## src/rtl/cvop_pkg.sv

```systemverilog
// Constants shared by the vertical overflow and preset row scan block.
package cvop_pkg;

    localparam int VW = 10;

    localparam logic [15:0] IO_MONO_INDEX   = 16'h03b4;
    localparam logic [15:0] IO_MONO_DATA    = 16'h03b5;
    localparam logic [15:0] IO_COLOUR_INDEX = 16'h03d4;
    localparam logic [15:0] IO_COLOUR_DATA  = 16'h03d5;

    localparam logic [6:0] IDX_VERT_TOTAL = 7'h06;
    localparam logic [6:0] IDX_OVERFLOW   = 7'h07;
    localparam logic [6:0] IDX_PRESET_ROW = 7'h08;

    localparam int OVF_VT8  = 0;
    localparam int OVF_VDE8 = 1;
    localparam int OVF_VSS8 = 2;
    localparam int OVF_VBS8 = 3;
    localparam int OVF_LC8  = 4;
    localparam int OVF_VT9  = 5;
    localparam int OVF_VDE9 = 6;
    localparam int OVF_VSS9 = 7;
    localparam int MSL_VBS9 = 5;
    localparam int MSL_LC9  = 6;

    localparam int PRS_PAN_LO = 5;
    localparam int PRS_PAN_HI = 6;
    localparam int PRS_ROW_HI = 4;

    localparam logic [7:0] OVF_UNPROTECTED = 8'h10;

    localparam logic [7:0] RST_VERT_TOTAL = 8'h00;
    localparam logic [7:0] RST_OVERFLOW   = 8'h00;
    localparam logic [6:0] RST_PRESET_ROW = 7'h00;
    localparam logic [6:0] RST_INDEX      = 7'h00;

    localparam logic [VW-1:0] FRAME_EXTRA_LINES = 10'h001;

    localparam logic [5:0] PAN_STEP_NINE  = 6'h09;
    localparam logic [5:0] PAN_STEP_EIGHT = 6'h08;

endpackage

```

## src/rtl/cvop_pan_if.sv

```systemverilog
// Interface carrying the panning controls to the pixel shift unit.
`timescale 1ns/1ps
interface cvop_pan_if;
    logic [1:0] byte_pan;
    logic       nine_wide;
    logic       nine_dot_off;
    logic [3:0] fine_pan;
    logic [5:0] pixel_shift;

    modport ctrl (
        output byte_pan,
        output nine_wide,
        output nine_dot_off,
        output fine_pan,
        input  pixel_shift
    );

    modport unit (
        input  byte_pan,
        input  nine_wide,
        input  nine_dot_off,
        input  fine_pan,
        output pixel_shift
    );
endinterface

```

## src/rtl/cvop_pan.sv

```systemverilog
// Pixel shift unit combining byte panning with fine pixel panning.
`timescale 1ns/1ps
module cvop_pan
    import cvop_pkg::*;
(
    // Clock and reset.
    input wire logic core_clk,
    input wire logic rst,
    // Panning controls and result.
    cvop_pan_if.unit pan
);

    logic [5:0] step;
    logic [5:0] coarse;
    logic [5:0] shift_q;

    always_comb begin
        if (pan.nine_wide && !pan.nine_dot_off) begin
            step = PAN_STEP_NINE;
        end else begin
            step = PAN_STEP_EIGHT;
        end
        coarse = 6'((6'(pan.byte_pan) * step));
    end

    always_ff @(posedge core_clk) begin
        if (rst) begin
            shift_q <= 6'h00;
        end else begin
            shift_q <= coarse + 6'(pan.fine_pan);
        end
    end

    assign pan.pixel_shift = shift_q;

endmodule

```

## src/rtl/crtc_vertical_overflow_preset.sv

```systemverilog
// Vertical timing assembly, preset row scan and split screen address control.
`timescale 1ns/1ps
module crtc_vertical_overflow_preset
    import cvop_pkg::*;
(
    // Clock and reset.
    input  wire logic        core_clk,
    input  wire logic        rst,
    // Indexed I/O port.
    input  wire logic [15:0] io_addr,
    input  wire logic        io_wr,
    input  wire logic        io_rd,
    input  wire logic [7:0]  io_wdata,
    output logic      [7:0]  io_rdata_q,
    output logic             io_rvalid_q,
    // Controls held by neighbouring controller registers.
    input  wire logic        monochrome_emulation,
    input  wire logic        group0_protect,
    input  wire logic [7:0]  vertical_display_end_low,
    input  wire logic [7:0]  vertical_sync_start_low,
    input  wire logic [7:0]  vertical_blank_start_low,
    input  wire logic [7:0]  line_compare_low,
    input  wire logic [7:0]  maximum_scan_line_register,
    input  wire logic [7:0]  start_address_high,
    input  wire logic [7:0]  start_address_low,
    input  wire logic [15:0] row_pitch,
    input  wire logic [3:0]  horizontal_pixel_panning,
    input  wire logic        nine_wide_text,
    input  wire logic        nine_dot_disable,
    // Scan line strobe from horizontal timing.
    input  wire logic        line_tick,
    // Vertical timing outputs.
    output logic [9:0]       scan_line_q,
    output logic             display_active_q,
    output logic             vsync_start_q,
    output logic             vblank_start_q,
    output logic             frame_start_q,
    output logic             addr_restart_q,
    output logic             split_active_q,
    // Fetch and panning outputs.
    output logic [15:0]      fetch_addr_q,
    output logic [4:0]       row_scan_q,
    output logic [5:0]       pixel_shift_q
);

    // Register state.
    logic [6:0]    index_q;
    logic [7:0]    vert_total_low_q;
    logic [7:0]    overflow_q;
    logic [6:0]    preset_row_q;

    // Assembled vertical values.
    logic [VW-1:0] vert_total;
    logic [VW-1:0] vert_disp_end;
    logic [VW-1:0] vert_sync_start;
    logic [VW-1:0] vert_blank_start;
    logic [VW-1:0] line_compare;

    // Port decode.
    logic          idx_hit;
    logic          dat_hit;
    logic [7:0]    read_value;

    // Line counter.
    logic [VW-1:0] next_line;
    logic [VW-1:0] frame_last_line;

    // Row and address tracking.
    logic [15:0]   row_addr_q;
    logic [4:0]    max_scan;

    // Decoded register strobes.
    logic          wr_index;
    logic          wr_total;
    logic          wr_overflow;
    logic          wr_preset;
    logic          rd_hit;

    // Matches of the next line against the assembled values.
    logic          hit_sync;
    logic          hit_blank;
    logic          hit_compare;
    logic          hit_top;
    logic          in_active;

    // Low bytes, high bits and assembled words of the five vertical values.
    logic [7:0]    vert_low [5];
    logic [1:0]    vert_high [5];
    logic [VW-1:0] vert_val [5];

    cvop_pan_if pan_bus ();

    // Returns true when the address hits the given port of the selected emulation.
    function automatic logic port_hit(
        input logic [15:0] addr,
        input logic        mono,
        input logic [15:0] mono_port,
        input logic [15:0] colour_port
    );
        if (mono) begin
            port_hit = (addr == mono_port);
        end else begin
            port_hit = (addr == colour_port);
        end
    endfunction

    assign idx_hit = port_hit(io_addr, monochrome_emulation, IO_MONO_INDEX, IO_COLOUR_INDEX);
    assign dat_hit = port_hit(io_addr, monochrome_emulation, IO_MONO_DATA, IO_COLOUR_DATA);

    // Returns true when a data port access reaches the given register index.
    function automatic logic reg_hit(
        input logic       data_port,
        input logic [6:0] index,
        input logic [6:0] target
    );
        reg_hit = data_port && (index == target);
    endfunction

    assign wr_index    = io_wr && idx_hit;
    assign wr_total    = io_wr && reg_hit(dat_hit, index_q, IDX_VERT_TOTAL);
    assign wr_overflow = io_wr && reg_hit(dat_hit, index_q, IDX_OVERFLOW);
    assign wr_preset   = io_wr && reg_hit(dat_hit, index_q, IDX_PRESET_ROW);
    assign rd_hit      = io_rd && (idx_hit || dat_hit);

    // Vertical values are formed from low bytes, overflow bits and maximum scan line bits.
    assign vert_low[0]  = vert_total_low_q;
    assign vert_low[1]  = vertical_display_end_low;
    assign vert_low[2]  = vertical_sync_start_low;
    assign vert_low[3]  = vertical_blank_start_low;
    assign vert_low[4]  = line_compare_low;
    assign vert_high[0] = {overflow_q[OVF_VT9], overflow_q[OVF_VT8]};
    assign vert_high[1] = {overflow_q[OVF_VDE9], overflow_q[OVF_VDE8]};
    assign vert_high[2] = {overflow_q[OVF_VSS9], overflow_q[OVF_VSS8]};
    assign vert_high[3] = {maximum_scan_line_register[MSL_VBS9], overflow_q[OVF_VBS8]};
    assign vert_high[4] = {maximum_scan_line_register[MSL_LC9], overflow_q[OVF_LC8]};

    for (genvar g = 0; g < 5; g++) begin : g_vert
        assign vert_val[g] = {vert_high[g], vert_low[g]};
    end

    assign vert_total       = vert_val[0];
    assign vert_disp_end    = vert_val[1];
    assign vert_sync_start  = vert_val[2];
    assign vert_blank_start = vert_val[3];
    assign line_compare     = vert_val[4];

    assign max_scan = maximum_scan_line_register[4:0];

    // Index register write.
    always_ff @(posedge core_clk) begin
        if (rst) begin
            index_q <= RST_INDEX;
        end else if (wr_index) begin
            index_q <= io_wdata[6:0];
        end
    end

    // Vertical total register write.
    always_ff @(posedge core_clk) begin
        if (rst) begin
            vert_total_low_q <= RST_VERT_TOTAL;
        end else if (wr_total && !group0_protect) begin
            vert_total_low_q <= io_wdata;
        end
    end

    // Overflow register write; only the line compare bit passes protection.
    always_ff @(posedge core_clk) begin
        if (rst) begin
            overflow_q <= RST_OVERFLOW;
        end else if (wr_overflow) begin
            if (group0_protect) begin
                overflow_q <= (overflow_q & ~OVF_UNPROTECTED)
                            | (io_wdata & OVF_UNPROTECTED);
            end else begin
                overflow_q <= io_wdata;
            end
        end
    end

    // Preset row scan register write; the top bit is not stored.
    always_ff @(posedge core_clk) begin
        if (rst) begin
            preset_row_q <= RST_PRESET_ROW;
        end else if (wr_preset) begin
            preset_row_q <= io_wdata[6:0];
        end
    end

    // Read data selection.
    always_comb begin
        read_value = 8'h00;
        if (idx_hit) begin
            read_value = {1'b0, index_q};
        end else if (dat_hit) begin
            if (index_q == IDX_VERT_TOTAL) begin
                read_value = vert_total_low_q;
            end else if (index_q == IDX_OVERFLOW) begin
                read_value = overflow_q;
            end else if (index_q == IDX_PRESET_ROW) begin
                read_value = {1'b0, preset_row_q};
            end else begin
                read_value = 8'h00;
            end
        end else begin
            read_value = 8'h00;
        end
    end

    // Read answer one cycle after the strobe.
    always_ff @(posedge core_clk) begin
        if (rst) begin
            io_rdata_q  <= 8'h00;
            io_rvalid_q <= 1'b0;
        end else begin
            io_rvalid_q <= rd_hit;
            if (rd_hit) begin
                io_rdata_q <= read_value;
            end
        end
    end

    // Next line number; the frame holds the programmed total plus two lines.
    assign frame_last_line = vert_total + FRAME_EXTRA_LINES;

    always_comb begin
        if (scan_line_q >= frame_last_line) begin
            next_line = '0;
        end else begin
            next_line = scan_line_q + 10'h001;
        end
    end

    assign hit_sync    = (next_line == vert_sync_start);
    assign hit_blank   = (next_line == vert_blank_start);
    assign hit_compare = (next_line == line_compare);
    assign hit_top     = (next_line == 10'h000);
    assign in_active   = (next_line <= vert_disp_end);

    // Scan line counter.
    always_ff @(posedge core_clk) begin
        if (rst) begin
            scan_line_q <= '0;
        end else if (line_tick) begin
            scan_line_q <= next_line;
        end
    end

    // Display enable level for the current line.
    always_ff @(posedge core_clk) begin
        if (rst) begin
            display_active_q <= 1'b0;
        end else if (line_tick) begin
            display_active_q <= in_active;
        end
    end

    // Sync, blanking and frame start pulses, one cycle after the line strobe.
    always_ff @(posedge core_clk) begin
        if (rst) begin
            vsync_start_q  <= 1'b0;
            vblank_start_q <= 1'b0;
            frame_start_q  <= 1'b0;
        end else begin
            vsync_start_q  <= line_tick && hit_sync;
            vblank_start_q <= line_tick && hit_blank;
            frame_start_q  <= line_tick && hit_top;
        end
    end

    // Address restart pulse on the line compare line.
    always_ff @(posedge core_clk) begin
        if (rst) begin
            addr_restart_q <= 1'b0;
        end else begin
            addr_restart_q <= line_tick && hit_compare;
        end
    end

    // Split screen state, set on a compare line inside the active area.
    always_ff @(posedge core_clk) begin
        if (rst) begin
            split_active_q <= 1'b0;
        end else if (line_tick) begin
            if (hit_compare) begin
                split_active_q <= in_active;
            end else if (hit_top) begin
                split_active_q <= 1'b0;
            end
        end
    end

    // Row scan count within the character row.
    always_ff @(posedge core_clk) begin
        if (rst) begin
            row_scan_q <= 5'h00;
        end else if (line_tick) begin
            if (hit_compare) begin
                row_scan_q <= 5'h00;
            end else if (hit_top) begin
                row_scan_q <= preset_row_q[PRS_ROW_HI:0];
            end else if (row_scan_q >= max_scan) begin
                row_scan_q <= 5'h00;
            end else begin
                row_scan_q <= row_scan_q + 5'h01;
            end
        end
    end

    // Row start address; the compare line restarts it at byte zero.
    always_ff @(posedge core_clk) begin
        if (rst) begin
            row_addr_q <= 16'h0000;
        end else if (line_tick) begin
            if (hit_compare) begin
                row_addr_q <= 16'h0000;
            end else if (hit_top) begin
                row_addr_q <= {start_address_high, start_address_low};
            end else if (row_scan_q >= max_scan) begin
                row_addr_q <= row_addr_q + row_pitch;
            end
        end
    end

    // Fetch address presented for the current line.
    always_ff @(posedge core_clk) begin
        if (rst) begin
            fetch_addr_q <= 16'h0000;
        end else begin
            fetch_addr_q <= row_addr_q;
        end
    end

    // Panning controls to the shift unit.
    assign pan_bus.byte_pan     = preset_row_q[PRS_PAN_HI:PRS_PAN_LO];
    assign pan_bus.nine_wide    = nine_wide_text;
    assign pan_bus.nine_dot_off = nine_dot_disable;
    assign pan_bus.fine_pan     = horizontal_pixel_panning;
    assign pixel_shift_q        = pan_bus.pixel_shift;

    cvop_pan u_pan (
        .core_clk (core_clk),
        .rst      (rst),
        .pan      (pan_bus.unit)
    );

endmodule

```

## config.mk

```make
export PLATFORM = sky130hd
export DESIGN_NAME = crtc_vertical_overflow_preset
export DESIGN_NICKNAME = d
export VERILOG_FILES = /design/src/rtl/cvop_pkg.sv /design/src/rtl/cvop_pan_if.sv /design/src/rtl/cvop_pan.sv /design/src/rtl/crtc_vertical_overflow_preset.sv
export SDC_FILE = /design/constraint.sdc
export NUM_CORES = 1
export LEC_CHECK = 0
export CELL_PAD_IN_SITES_DETAIL_PLACEMENT = 0
export CELL_PAD_IN_SITES_GLOBAL_PLACEMENT = 2
export CORE_MARGIN = 2
export CORE_UTILIZATION = 41
export DETAILED_ROUTE_END_ITERATION = 16
export DONT_BUFFER_PORTS = 1
export GPL_ROUTABILITY_DRIVEN = 0
export PLACE_DENSITY = 0.9
export SKIP_CTS_REPAIR_TIMING = 1
export SYNTH_ARGS = -nofsm -noshare
export SYNTH_HDL_FRONTEND = slang
export SYNTH_SLANG_ARGS = --single-unit
```

## constraint.sdc

```tcl
create_clock -name core_clk -period 6.7 [get_ports core_clk]
set_input_delay 0.67 -clock core_clk [delete_from_list [all_inputs] [get_ports core_clk]]
set_output_delay 0.67 -clock core_clk [all_outputs]
set_load 0.02 [all_outputs]
```

# Yosys cells after proc, flatten, opt, wreduce, memory -nomap -nowiden
# Cells that the tools add are included.
[totals]
ff_bits = 98
input_bits = 109
output_inout_bits = 52
elab_cells = 77
[classes]
add_sub_neg = 5
mul = 1
magnitude_cmp = 3
n_eq_ne = 10
muxes = 18
n_bitwise = 1
reduce_logical = 22
[ops]
columns = ["op", "n"]
rows = [
  ["16-bit by 10-bit equality test with 1-bit output (second input constant)", 4],
  ["16-bit two-way mux", 3],
  ["8-bit two-way mux", 5],
  ["10-bit equality test", 3],
  ["10-bit by 1-bit adder with 10-bit output (second input constant)", 2],
  ["16-bit adder", 1],
  ["5-bit two-way mux", 3],
  ["7-bit by 3-bit equality test with 1-bit output (second input constant)", 2],
  ["1-bit logical AND", 14],
  ["10-bit >= comparator", 1],
  ["10-bit less-or-equal comparator", 1],
  ["10-bit zero test", 1],
  ["10-bit two-way mux", 1],
  ["8-bit by 5-bit OR with 8-bit output", 1],
  ["7-bit by 4-bit equality test with 1-bit output (second input constant)", 1],
  ["7-bit two-way mux", 1],
  ["6-bit by 4-bit adder with 6-bit output", 1],
  ["2-bit by 4-bit multiplier with 6-bit output", 1],
  ["5-bit by 1-bit adder with 5-bit output (second input constant)", 1],
  ["5-bit >= comparator", 1],
  ["1-bit two-way mux", 5],
  ["2-bit AND reduction", 2],
  ["3-bit nonzero test", 1],
  ["1-bit zero test", 2],
  ["2 further kinds", 2],
]

# Logic depth before layout (Yosys ltp)
# Gate-level depths: netlist (run 1).
[depth]
word_depth = 6
ltp_mapped = 20
ltp_nobuf = 19

# Modules after synthesis
# From an unflattened synthesis (run 1), not the netlist that was laid out.
[hier_totals]
hier_cells = 720
area_unflattened_um2 = 6249.7
[modules_own_cells]
columns = ["mod", "n_inst", "cells_per_inst", "area_each_um2", "seq_area_each_um2"]
rows = [
  ["crtc_vertical_overflow_preset", 1, 689, 5938.2, 1841.8],
  ["cvop_pan", 1, 31, 311.5, 120.1],
]

# Least setup slack after synthesis (run 1)
# Ideal clock, no wire load.
[synth_timing]
path_kind = "register to register"
start = "register vert_total_low_q[2]"
end = "register split_active_q"
setup_ns = 0.083
arrival_ns = 3.485
t_required_ns = 6.617
setup_slack_ns = 3.133
path_stages_with_launch = 20
path_buffers = 1
period_less_slack_ns = 3.567
path_cell_list = "dfxtp_1 and3_1 and3_1 nand3_1 xor2_1 ha_1 a21oi_1 o21ai_0 a31oi_4 nand2_1 clkbuf_1 nor2_1 ha_1 a21o_1 a21o_1 a21oi_1 o211ai_1 nand2_1 nand2_1 o221ai_1"
[synth_between]
elab_chain_cells = 6
word_cells_on_any_way = 9
cone_classes = "1 x add/sub; 2 x order compare; 1 x eq/ne; 2 x mux; 3 x reduce/logical"
[synth_rtl]
columns = ["item", "line_no", "source"]
rows = [
  ["from (decl)", "crtc_vertical_overflow_preset.sv:48", "logic [7:0] vert_total_low_q;"],
  ["from (signal assigned)", "crtc_vertical_overflow_preset.sv:163", "vert_total_low_q <= io_wdata;"],
  ["10-bit by 1-bit adder with 10-bit output (*)", "crtc_vertical_overflow_preset.sv:224", "assign frame_last_line = vert_total + FRAME_EXTRA_LINES;"],
  ["10-bit >= comparator (*)", "crtc_vertical_overflow_preset.sv:227", "if (scan_line_q >= frame_last_line) begin"],
  ["10-bit two-way mux (*)", "crtc_vertical_overflow_preset.sv:227", ""],
  ["named net next_line[3]", "crtc_vertical_overflow_preset.sv:65", "logic [VW-1:0] next_line;"],
  ["branches (longest 3 deep; another with 10-bit less-or-equal comparator)", "n/a", ""],
  ["to (signal assigned)", "crtc_vertical_overflow_preset.sv:286", "split_active_q <= in_active;"],
  ["to (decl)", "crtc_vertical_overflow_preset.sv:39", "output logic split_active_q,"],
]
# Mark *: on every way through the listed nets, which the timed path passes.
# A chain may end at the register's enable or synchronous reset.

# Final worst setup path (run 1)
# Ends and elaborated chain as after synthesis.

==> impl_metrics.py, run 1 <==
metrics = {
    "global_route": {
        "grt.total_usage_pct": 20.5,
        "grt_pass1_wl_mm": 27.0,
        "antenna_found_initial": 0,
        "grt_max_degree": 94,
        "grt_pass1_vias": 5190,
        "grt_overflow": 0,
    },
    "layout": {
        "drive_gt1_share_pct": 7.08,
        "mostFrequentLayoutCells": "dfxtp_1 (98), nor2_1 (87), inv_1 (52), nand2_1 (52), ha_1 (49)",
        "seqCellArea_um2": 1960,
        "antenna_cells": 0,
        "area_growth_pct": 6.96,
        "stdcell_area_um2": 6920,
        "mostFrequentLayoutCell": "dfxtp_1",
        "fillers": 1539,
        "nets": 889,
        "multiInputGateArea_um2": 4140,
    },
    "placement": {
        "dpl.hpwl_mm": 13.2,
        "port_buffers": 0,
        "placed_area_um2": 6570,
    },
    "worst_hold_path": {
        "min_from": "rst",
        "worstHoldPathCells": 1,
        "hold_path_class": "primary input to flip-flop",
        "worstHoldEndpoint": "fetch_addr_q[0]$_SDFF_PP0_",
    },
    "timing": {
        "finalSetupTns_ns": 0,
        "setup_viol": 0,
        "slew_violations": 0,
        "post-route-min-period_ns": 4.33,
        "final.period_utilization_pct": 64.6,
        "max_freq_ghz": 0.231,
        "slew_headroom_pct": 26.3,
        "rsz0062_at_grt": "no",
        "tightest_slew_ns": 1.11,
        "fin_skew_ns": 0.00840,
        "hold_viol_final": 0,
    },
    "route": {
        "post_drt_wl_per_cell_um": 18.3,
        "via_per_inst": 5.57,
        "vias": 5263,
        "drt_wl_total_mm": 17.3,
        "drc": 0,
        "drtIter0Drc": 213,
        "drt_pass1_iterations": 7,
        "ant_nets": 0,
    },
    "pwr": {
        "powerDensity_nw_per_um2": 247,
        "ir_worst_vdd_mv": 0.125,
        "netSwitchingPower_mw": 0.533,
        "comb_power_share_pct": 24.8,
        "switching_share_pct": 31.2,
        "leakage_nw": 2.76,
        "sequentialPowerShare_pct": 39.1,
        "p_int_mw": 1.18,
        "clockPowerShare_pct": 36.1,
    },
    "critical_path": {
        "required_ns": 6.97,
        "critPathLaunch": "vert_total_low_q[2]$_SDFFE_PP0P_",
        "r2r_slack_ns": 2.37,
        "max_stage_delay_ns": 0.49,
        "worst_r2r_path_depth": 18,
        "critPathKind": "flip-flop to flip-flop",
        "crit_arrival_ns": 4.60,
        "critPathMostFrequentCell": "nand2_1",
        "cp_slowest_cell": "nor2_1",
        "r2r_end": "split_active_q$_SDFFE_PP0P_",
        "crit_path_start_kind": "flip-flop",
        "path_max_fanout": 12,
        "crit_path_cell_trace": "and3_1, and3_1, nand3_1, xor2_1, ha_1, a21oi_1, o21ai_0, a31oi_4, nand2_1, nor2_1, ha_1, a21o_1, a21o_1, a21oi_1, o211ai_1, nand2_1, nand2_1, o221ai_1",
        "r2r_start": "vert_total_low_q[2]$_SDFFE_PP0P_",
        "cp-end-kind": "flip-flop",
    },
    "die": {
        "initial_core_util_pct": 42.3,
        "die_w_um": 130,
        "die-area_um2": 16800,
        "fp.dieH_um": 130,
        "row_count": 45,
        "io_pins": 161,
        "core_um2": 15300,
    },
    "clock_network": {
        "clk_path_buf_depth": 2,
        "cts_made_buffers": 9,
        "cts_tree": "done",
        "cts_sinks": 98,
        "h-tree-depth": 3,
        "ctsRootBufferMaster": "clkbuf_16",
        "clkLatencyLatePin_ns": 0.35,
        "clk_pin_slew_worst_paths_ns": 0.07,
    },
    "synthesis": {
        "synth_area_um2": 6470,
        "ys_seq_area_share_pct": 30.3,
        "ys_types": 81,
        "yosys_warnings": 0,
        "synthCells": 752,
        "synth_edf_count": 0,
        "async_flop_share_pct": 0,
        "ys.flop_type": "dfxtp_1",
        "ys_ff_latch": 98,
        "synth_nets": 912,
        "avgSynthCellArea_um2": 8.61,
    },
    "run_status": {
        "status": "completed",
    },
    "flow_run": {
        "maxCapViolCount": 0,
    },
}
power groups by stage:
stage,Sequential (mW),Clock (mW),Combinational [mW]
2_1_floorplan,0.670,0,0.365
3_3_place_gp,0.681,0,0.411
3_5_place_dp,0.682,0,0.422
4_1_cts,0.669,0.632,0.425
5_1_grt,0.673,0.657,0.470
6_report,0.668,0.617,0.424
logic make-up (layout without fill, tap and decap cells):
group | Yosys count | in the layout | share of synthesized area (%)
adders and majority gates | 51 | 51 | 10.1
muxes | 46 | 46 | 7.13
buffers and inverters | 87 | 69 | 5.66
xor gates and xnor gates | 52 | 52 | 7.46
DFF | 98 | 98 | 30.3
and+or+nand+nor | 265 | 265 | 21.3
AOI/OAI and AO/OA | 153 | 153 | 18.1
registers in the layout, indices dropped and copies added (netlist names), 5 cells and up:
name and flops:
index_q 7, io_rdata_q 8, u_pan.pan.pixel_shift 6, fetch_addr_q 16, overflow_q 8, preset_row_q 7
vert_total_low_q 8, row_scan_q 5, scan_line_q 10, row_addr_q 16
critical path, delay by kind of cell, from the launching register on:
family          cells  cell delay, ns
fa+ha+maj           2            0.64
xor+xnor            1            0.16
compound gates      8            1.41
simple gates        7            1.60
flops               1            0.43
cells in the mapped netlist (6+ instances only):
| master | instances | area [um^2] |
|---|---|---|
| xor2_1 | 21 | 184 |
| clkbuf_1 | 21 | 78.8 |
| nand2b_1 | 12 | 75.1 |
| a21o_1 | 9 | 67.6 |
| nand4_1 | 11 | 68.8 |
| nor2b_1 | 14 | 87.6 |
| nand2_1 | 52 | 195 |
| nand3_1 | 26 | 130 |
| o21ai_0 | 21 | 105 |
| dfxtp_1 | 98 | 1960 |
| xnor2_1 | 29 | 254 |
| inv_1 | 52 | 195 |
| nor2_1 | 87 | 327 |
| and3_1 | 8 | 50.1 |
| mux2i_1 | 45 | 450 |
| nor3_1 | 10 | 50.1 |
| o32ai_1 | 6 | 52.6 |
| a21oi_1 | 45 | 225 |
| or3_1 | 7 | 43.8 |
| a31oi_1 | 6 | 37.5 |
| o32ai_2 | 10 | 163 |
| ha_1 | 49 | 613 |
| and2_1 | 6 | 37.5 |
| a211oi_1 | 7 | 52.6 |
metrics by stage:
stage	total power [mW]	setup WS, ns	std cells	utilization, %	hold WS, ns
floorplan	1.03	3.13	752	-	0.434
global placement	1.09	2.44	929	42.9	0.445
detailed placement	1.10	2.37	929	42.9	0.445
CTS	1.73	2.35	945	45.2	0.368
global route	1.80	1.99	945	45.2	0.357
finish	1.71	2.37	945	45.2	0.378
per-layer routing:
| layer | vias to the layer above | share of wire (%) | global-route usage, % |
|---|---|---|---|
| met3 | 22 | 7.1 | 5.16 |
| met2 | 162 | 46 | 33.2 |
| met1 | 2462 | 45 | 26.6 |
| met4 | 0 | 2.0 | 7.27 |
| li1 | 2617 | - | - |
| met5 | - | 0 | 0 |
final cells by class:
| type | instances | share of cell area, % |
|---|---|---|
| clock inverters | 5 | 1.55 |
| well taps | 211 | 3.81 |
| flip-flops and latches | 98 | 28.3 |
| inverters | 52 | 2.82 |
| repair buffers | 1 | 0.108 |
| clock buffers | 11 | 3.51 |
| multi-input cells | 567 | 59.9 |
how the worst max path moves through the flow:
stage	end	slack (ns)	depth (start not counted)
finish	split_active_q$_SDFFE_PP0P_	2.37	18
global route	split_active_q$_SDFFE_PP0P_	1.99	18
CTS	split_active_q$_SDFFE_PP0P_	2.35	18
detailed placement	split_active_q$_SDFFE_PP0P_	2.37	18
global placement	split_active_q$_SDFFE_PP0P_	2.44	18
floorplan	split_active_q$_SDFFE_PP0P_	3.13	19
Power figures use the tool's default switching activity.
==> inputs of run 2 (changes only) <==
--- a/config.mk
+++ b/config.mk
@@ -5,14 +5,15 @@
 export SDC_FILE = /design/constraint.sdc
 export NUM_CORES = 1
 export LEC_CHECK = 0
+export ABC_AREA = 1
 export CELL_PAD_IN_SITES_DETAIL_PLACEMENT = 0
 export CELL_PAD_IN_SITES_GLOBAL_PLACEMENT = 2
 export CORE_MARGIN = 2
-export CORE_UTILIZATION = 41
+export CORE_UTILIZATION = 31
 export DETAILED_ROUTE_END_ITERATION = 16
 export DONT_BUFFER_PORTS = 1
 export GPL_ROUTABILITY_DRIVEN = 0
-export PLACE_DENSITY = 0.9
+export PLACE_DENSITY = 0.8
 export SKIP_CTS_REPAIR_TIMING = 1
 export SYNTH_ARGS = -nofsm -noshare
 export SYNTH_HDL_FRONTEND = slang
==> constraint.sdc (replaced) <==
create_clock -name core_clk -period 3.8 [get_ports core_clk]
set_input_delay 0.38 -clock core_clk [delete_from_list [all_inputs] [get_ports core_clk]]
set_output_delay 0.38 -clock core_clk [all_outputs]
set_load 0.02 [all_outputs]
==> impl_metrics.py, run 2 <==
metrics = {
    "critical_path": {
        "r2r_start": "vert_total_low_q[0]$_SDFFE_PP0P_",
        "path_max_fanout": 8,
        "critPathLaunch": "vert_total_low_q[0]$_SDFFE_PP0P_",
        "crit_arrival_ns": 3.74,
        "required_ns": 4.05,
        "crit_path_start_kind": "flip-flop",
        "cp-end-kind": "flip-flop",
        "worst_r2r_path_depth": 22,
        "r2r_slack_ns": 0.31,
        "r2r_end": "display_active_q$_SDFFE_PP0P_",
        "critPathKind": "flip-flop to flip-flop",
        "crit_end": "display_active_q$_SDFFE_PP0P_",
    },
    "layout": {
        "mostFrequentLayoutCell": "nand2_1",
        "drive_gt1_share_pct": 9.21,
        "reg_top3": "fetch_addr_q x16, row_addr_q x16, scan_line_q x10",
        "instances_no_fill": 1226,
        "final_util_pct": 35.9,
        "fillers": 2233,
        "mostFrequentLayoutCells": "nand2_1 (196), inv_1 (135), nor2_1 (100), dfxtp_1 (95), a21oi_1 (64)",
        "area_growth_pct": 13.4,
        "antenna_cells": 0,
        "nets": 1112,
    },
    "timing": {
        "post-route-min-period_ns": 3.49,
        "slew_headroom_pct": 46.8,
        "setup_viol": 0,
        "slew_violations": 0,
        "final.period_utilization_pct": 91.8,
        "setup_ws_ns": 0.313,
        "tightest_slew_ns": 0.792,
        "max_freq_ghz": 0.287,
        "fin_skew_ns": 0.0122,
        "hold_viol_final": 0,
    },
    "synthesis": {
        "synth_top_cell_by_area": "dfxtp_1",
        "avgSynthCellArea_um2": 6.86,
        "synth_edf_count": 0,
        "yosys_warnings": 0,
        "synth_nets": 1093,
        "synth_commonest_cells": "nand2_1 (199), inv_1 (136), nor2_1 (103)",
        "ys_ff_latch": 98,
        "yosysMostFrequentCell": "nand2_1",
        "ys.flop_type": "dfxtp_1",
        "synth_area_um2": 6400,
        "ys_types": 50,
        "ys_seq_area_share_pct": 30.7,
        "synth_area_leaders": "dfxtp_1 (31%), nand2_1 (12%), ha_1 (9.6%), inv_1 (8.0%), nor2_1 (6.0%)",
        "async_flop_share_pct": 0,
        "synthDominantCellAreaShare_pct": 30.7,
        "synthCells": 933,
    },
    "clock_network": {
        "cts_sinks": 98,
        "cts_made_buffers": 9,
        "cts_tree": "done",
        "ctsRootBufferMaster": "clkbuf_16",
        "clkLatencyLatePin_ns": 0.35,
        "clk_pin_slew_worst_paths_ns": 0.07,
        "h-tree-depth": 3,
        "clk_path_buf_depth": 2,
    },
    "run_status": {
        "status": "completed",
    },
    "die": {
        "die-area_um2": 21800,
        "fp.dieH_um": 148,
        "core_um2": 20200,
        "initial_core_util_pct": 31.6,
        "row_count": 52,
        "die_w_um": 148,
        "io_pins": 161,
    },
    "route": {
        "drc": 0,
        "post_drt_wl_per_cell_um": 16.1,
        "drtIter0Drc": 291,
        "via_per_inst": 4.81,
        "drt_pass1_iterations": 5,
        "ant_nets": 0,
        "vias": 5893,
        "drt_wl_total_mm": 19.8,
    },
    "global_route": {
        "grt.total_usage_pct": 18.3,
        "grt_overflow": 0,
        "grt_pass1_vias": 5736,
        "grt_pass1_wl_mm": 31.3,
        "antenna_found_initial": 0,
        "grt_max_degree": 56,
    },
    "placement": {
        "port_buffers": 0,
        "dpl.hpwl_mm": 15.6,
        "placed_cells": 1204,
        "dpl_worst_slack_ns": 0.0811,
    },
    "pwr": {
        "clockPowerShare_pct": 31.5,
        "p_int_mw": 1.86,
        "comb_power_share_pct": 28.2,
        "sequentialPowerShare_pct": 40.4,
        "leakage_nw": 3.23,
        "powerDensity_nw_per_um2": 398,
        "ir_worst_vdd_mv": 0.207,
        "netSwitchingPower_mw": 1.03,
        "total_power_mw": 2.89,
        "switching_share_pct": 35.7,
    },
    "flow_run": {
        "maxCapViolCount": 0,
    },
    "worst_hold_path": {
        "hold_path_class": "primary input to flip-flop",
        "min_from": "rst",
    },
}
## run 2: cell count changes after synthesis, sizes merged, moves of 16 or more
cell	delta
o32ai	-16
nand3	+19
a211oi	+17
a21oi	+20
nor2	+22
mux2i	-45
xnor2	-16
inv	+89
nand2	+149
o21ai	+31
## run 2: worst min path at each step
stage	depth (start not counted)	slack [ns]	to
after floorplan	2	0.42	fetch_addr_q[0]$_SDFF_PP0_
after global placement	2	0.43	fetch_addr_q[4]$_SDFF_PP0_
after detailed placement	2	0.44	fetch_addr_q[2]$_SDFF_PP0_
after CTS	1	0.08	fetch_addr_q[10]$_SDFF_PP0_
after global routing	1	0.09	fetch_addr_q[5]$_SDFF_PP0_
final	1	0.09	split_active_q$_SDFFE_PP0P_
## run 2: power by group through the flow
stage	logic (mW)	clock network (mW)	registers, mW
after floorplan	0.604	0	1.18
after global placement	0.781	0	1.19
after global routing	0.938	0.971	1.18
after detailed placement	0.779	0	1.19
final	0.814	0.910	1.17
after CTS	0.783	0.938	1.17
## run 2: per-layer routing
| metal | global-route usage, % | up-vias | wire, um |
|---|---|---|---|
| li1 | - | 3110 | - |
| met1 | 24.8 | 2625 | 9360 |
| met2 | 30.4 | 146 | 9160 |
| met3 | 3.33 | 12 | 1080 |
| met4 | 4.18 | 0 | 183 |
| met5 | 0 | - | 0 |
## run 2: logic make-up after synthesis
group                      count (synthesis)  share of synthesized area [%]
and+or+nand+nor                          409                           28.5
AOI/OAI and AO/OA                        175                           16.0
buffers and inverters                    168                           10.3
DFF                                       98                           30.7
adders and majority gates                 51                           10.2
xor gates and xnor gates                  32                           4.38
## run 2: metrics by stage
| stage | cell area (um^2) | TNS (ns) | hold WS [ns] |
|---|---|---|---|
| finish | 7260 | 0 | 0.0916 |
| global route | 7260 | -0.0429 | 0.0906 |
| CTS | 7090 | 0 | 0.0805 |
| detailed placement | 6810 | 0 | 0.435 |
| global placement | 6810 | 0 | 0.432 |
| floorplan | 6400 | 0 | 0.418 |
## run 2: final cells by class
class | instances | area [um^2] | area share (%)
timing repair buffer | 32 | 240 | 3.31
tap | 270 | 338 | 4.66
sequential | 98 | 1970 | 27.1
clock inverter | 4 | 36.3 | 0.500
inverter | 144 | 543 | 7.48
clock buffer | 11 | 243 | 3.35
multi-input combinational | 667 | 3890 | 53.6
## run 2: worst max-delay path, cell delays in order, from the launching register on
cell       delay, ns
dfxtp_2         0.37
ha_4            0.15
nand3_2         0.09
nor3_2          0.21
nand3_1         0.12
xor2_1          0.16
inv_1           0.05
ha_1            0.28
nand2_2         0.11
inv_2           0.05
a21oi_4         0.25
inv_2           0.07
nor2_4          0.24
nand3_4         0.15
inv_1           0.08
ha_1            0.13
nand2_1         0.09
nor3_2          0.22
nand2_1         0.07
o2111ai_1       0.21
a21oi_2         0.10
a21oi_1         0.12
nor2_1          0.05
==> inputs of run 3 (changes only) <==
--- a/config.mk
+++ b/config.mk
@@ -13,7 +13,7 @@
 export DETAILED_ROUTE_END_ITERATION = 16
 export DONT_BUFFER_PORTS = 1
 export GPL_ROUTABILITY_DRIVEN = 0
-export PLACE_DENSITY = 0.8
+export PLACE_DENSITY_LB_ADDON = 0.05
 export SKIP_CTS_REPAIR_TIMING = 1
 export SYNTH_ARGS = -nofsm -noshare
 export SYNTH_HDL_FRONTEND = slang
==> impl_metrics.py, run 3 (same netlist as run 2, synthesis figures left out) <==
metrics = {
    "timing": {
        "max_freq_ghz": 0.280,
        "post-route-min-period_ns": 3.57,
        "setup_viol": 0,
        "slew_headroom_pct": 44.1,
        "holdWs_ns": 0.106,
        "finalSetupTns_ns": 0,
        "slew_violations": 0,
        "hold_viol_final": 0,
        "fin_skew_ns": 0.0167,
        "final.period_utilization_pct": 93.9,
        "tightest_slew_ns": 0.833,
    },
    "global_route": {
        "grt.total_usage_pct": 18.3,
        "grt_pass1_vias": 5932,
        "antenna_found_initial": 0,
        "grt_overflow": 0,
        "grt_pass1_wl_mm": 31.6,
        "grt_max_degree": 56,
    },
    "critical_path": {
        "worst_r2r_path_depth": 24,
        "critPathKind": "flip-flop to flip-flop",
        "critPathLaunch": "vert_total_low_q[1]$_SDFFE_PP0P_",
        "r2r_start": "vert_total_low_q[1]$_SDFFE_PP0P_",
        "max_stage_delay_ns": 0.38,
        "crit_path_cell_trace": "ha_4, nand3_2, nor3_4, nand3_2, xor2_1, inv_1, ha_1, nand2_2, inv_2, a21oi_4, buf_4, nand4_1, buf_4, nand3_1, nor2_1, nand2_2, inv_2, buf_4, nand2_1, nand2_1, nand2_1, clkinv_1, nor2_1, nor2_1",
        "crit_arrival_ns": 3.82,
        "crit_end": "row_addr_q[15]$_SDFFE_PP0P_",
        "crit_path_start_kind": "flip-flop",
        "cp_slowest_cell": "dfxtp_4",
        "path_max_fanout": 5,
        "r2r_end": "row_addr_q[15]$_SDFFE_PP0P_",
        "required_ns": 4.05,
        "cp-end-kind": "flip-flop",
        "r2r_slack_ns": 0.23,
    },
    "pwr": {
        "ir_worst_vdd_mv": 0.207,
        "leakage_nw": 3.35,
        "powerDensity_nw_per_um2": 398,
        "total_power_mw": 2.97,
    },
    "placement": {
        "port_buffers": 0,
        "placed_area_um2": 6950,
        "dpl.hpwl_mm": 16.0,
    },
    "route": {
        "met1_length_mm": 9.00,
        "ant_nets": 0,
        "vias": 6064,
        "drt_wl_total_mm": 20.3,
        "drc": 0,
        "drt_pass1_iterations": 4,
        "post_drt_wl_per_cell_um": 16.3,
        "drtIter0Drc": 308,
        "via_per_inst": 4.87,
        "dr_wl_met2_mm": 9.97,
        "wl_met3_mm": 1.06,
        "highest_layer": "met4",
    },
    "die": {
        "io_pins": 161,
        "die-area_um2": 21800,
        "die_w_um": 148,
        "core_um2": 20200,
        "initial_core_util_pct": 31.6,
        "row_count": 52,
        "fp.dieH_um": 148,
    },
    "layout": {
        "mostFrequentLayoutCells": "nand2_1 (196), inv_1 (135), nor2_1 (99), dfxtp_1 (95), a21oi_1 (63)",
        "area_growth_pct": 16.7,
        "reg_top3": "fetch_addr_q x16, row_addr_q x16, scan_line_q x10",
        "fillers": 2181,
        "drive_gt1_share_pct": 11.4,
        "mostFrequentLayoutCell": "nand2_1",
        "nets": 1130,
        "antenna_cells": 0,
        "stdcell_area_um2": 7470,
    },
    "run_status": {
        "status": "completed",
    },
    "worst_hold_path": {
        "hold_path_class": "primary input to flip-flop",
    },
    "flow_run": {
        "maxCapViolCount": 0,
    },
    "clock_network": {
        "cts_sinks": 98,
        "cts_tree": "done",
        "ctsRootBufferMaster": "clkbuf_16",
        "cts_made_buffers": 9,
        "clk_pin_slew_worst_paths_ns": 0.08,
        "clk_path_buf_depth": 2,
        "clkLatencyLatePin_ns": 0.36,
        "h-tree-depth": 3,
    },
}
## run 3: power breakdown
group	leakage (nW)	switching [mW]	total, mW	internal, mW
Clock	0.143	0.455	0.930	0.475
Combinational	2.41	0.525	0.874	0.349
Sequential	0.798	0.0782	1.17	1.09
Total	3.35	1.06	2.97	1.91
## run 3: routing by layer
layer  global-route usage, %  up-vias
li1                        -     3141
met1                    23.1     2793
met2                    31.8      108
met3                    4.01       22
met4                    4.62        0
met5                       0        -
## run 3: critical path, delay by kind of cell (launching register included)
kind / cells / cell delay [ns]
buffers and inverters: 7 / 0.83
AO/OA/AOI/OAI: 1 / 0.19
XOR/XNOR: 1 / 0.19
adder cells (fa/ha/maj): 2 / 0.42
flip-flops: 1 / 0.38
AND/OR/NAND/NOR: 13 / 1.44
## run 3: final cells by class
class                   count  area (um^2)  share of cell area (%)
multi-input cells         668         3930                    52.6
flip-flops and latches     98         1970                    26.4
inverters                 144          541                    7.24
repair buffers             49          405                    5.43
well taps                 270          338                    4.52
clock buffers              11          243                    3.25
clock inverters             5         42.5                   0.570
## run 3: through the flow
step / setup WS (ns) / utilization [%] / std cells
6_report: 0.233 / 36.9 / 1245
2_1_floorplan: 0.470 / - / 933
3_5_place_dp: -0.0545 / 34.3 / 1218
4_1_cts: -0.106 / 35.8 / 1234
5_1_grt: -0.0261 / 36.9 / 1245
3_3_place_gp: 0.0273 / 34.3 / 1218
## run 3: worst min path at each step
stage	start	endpoint	slack, ns	depth (start not counted)
6_report	rst	fetch_addr_q[3]$_SDFF_PP0_	0.11	1
4_1_cts	rst	u_pan.pan.pixel_shift[2]$_SDFF_PP0_	0.08	1
2_1_floorplan	row_addr_q[0]$_SDFFE_PP0P_	fetch_addr_q[0]$_SDFF_PP0_	0.42	2
3_3_place_gp	row_addr_q[0]$_SDFFE_PP0P_	fetch_addr_q[0]$_SDFF_PP0_	0.43	2
5_1_grt	rst	fetch_addr_q[3]$_SDFF_PP0_	0.09	1
3_5_place_dp	row_addr_q[6]$_SDFFE_PP0P_	fetch_addr_q[6]$_SDFF_PP0_	0.43	2
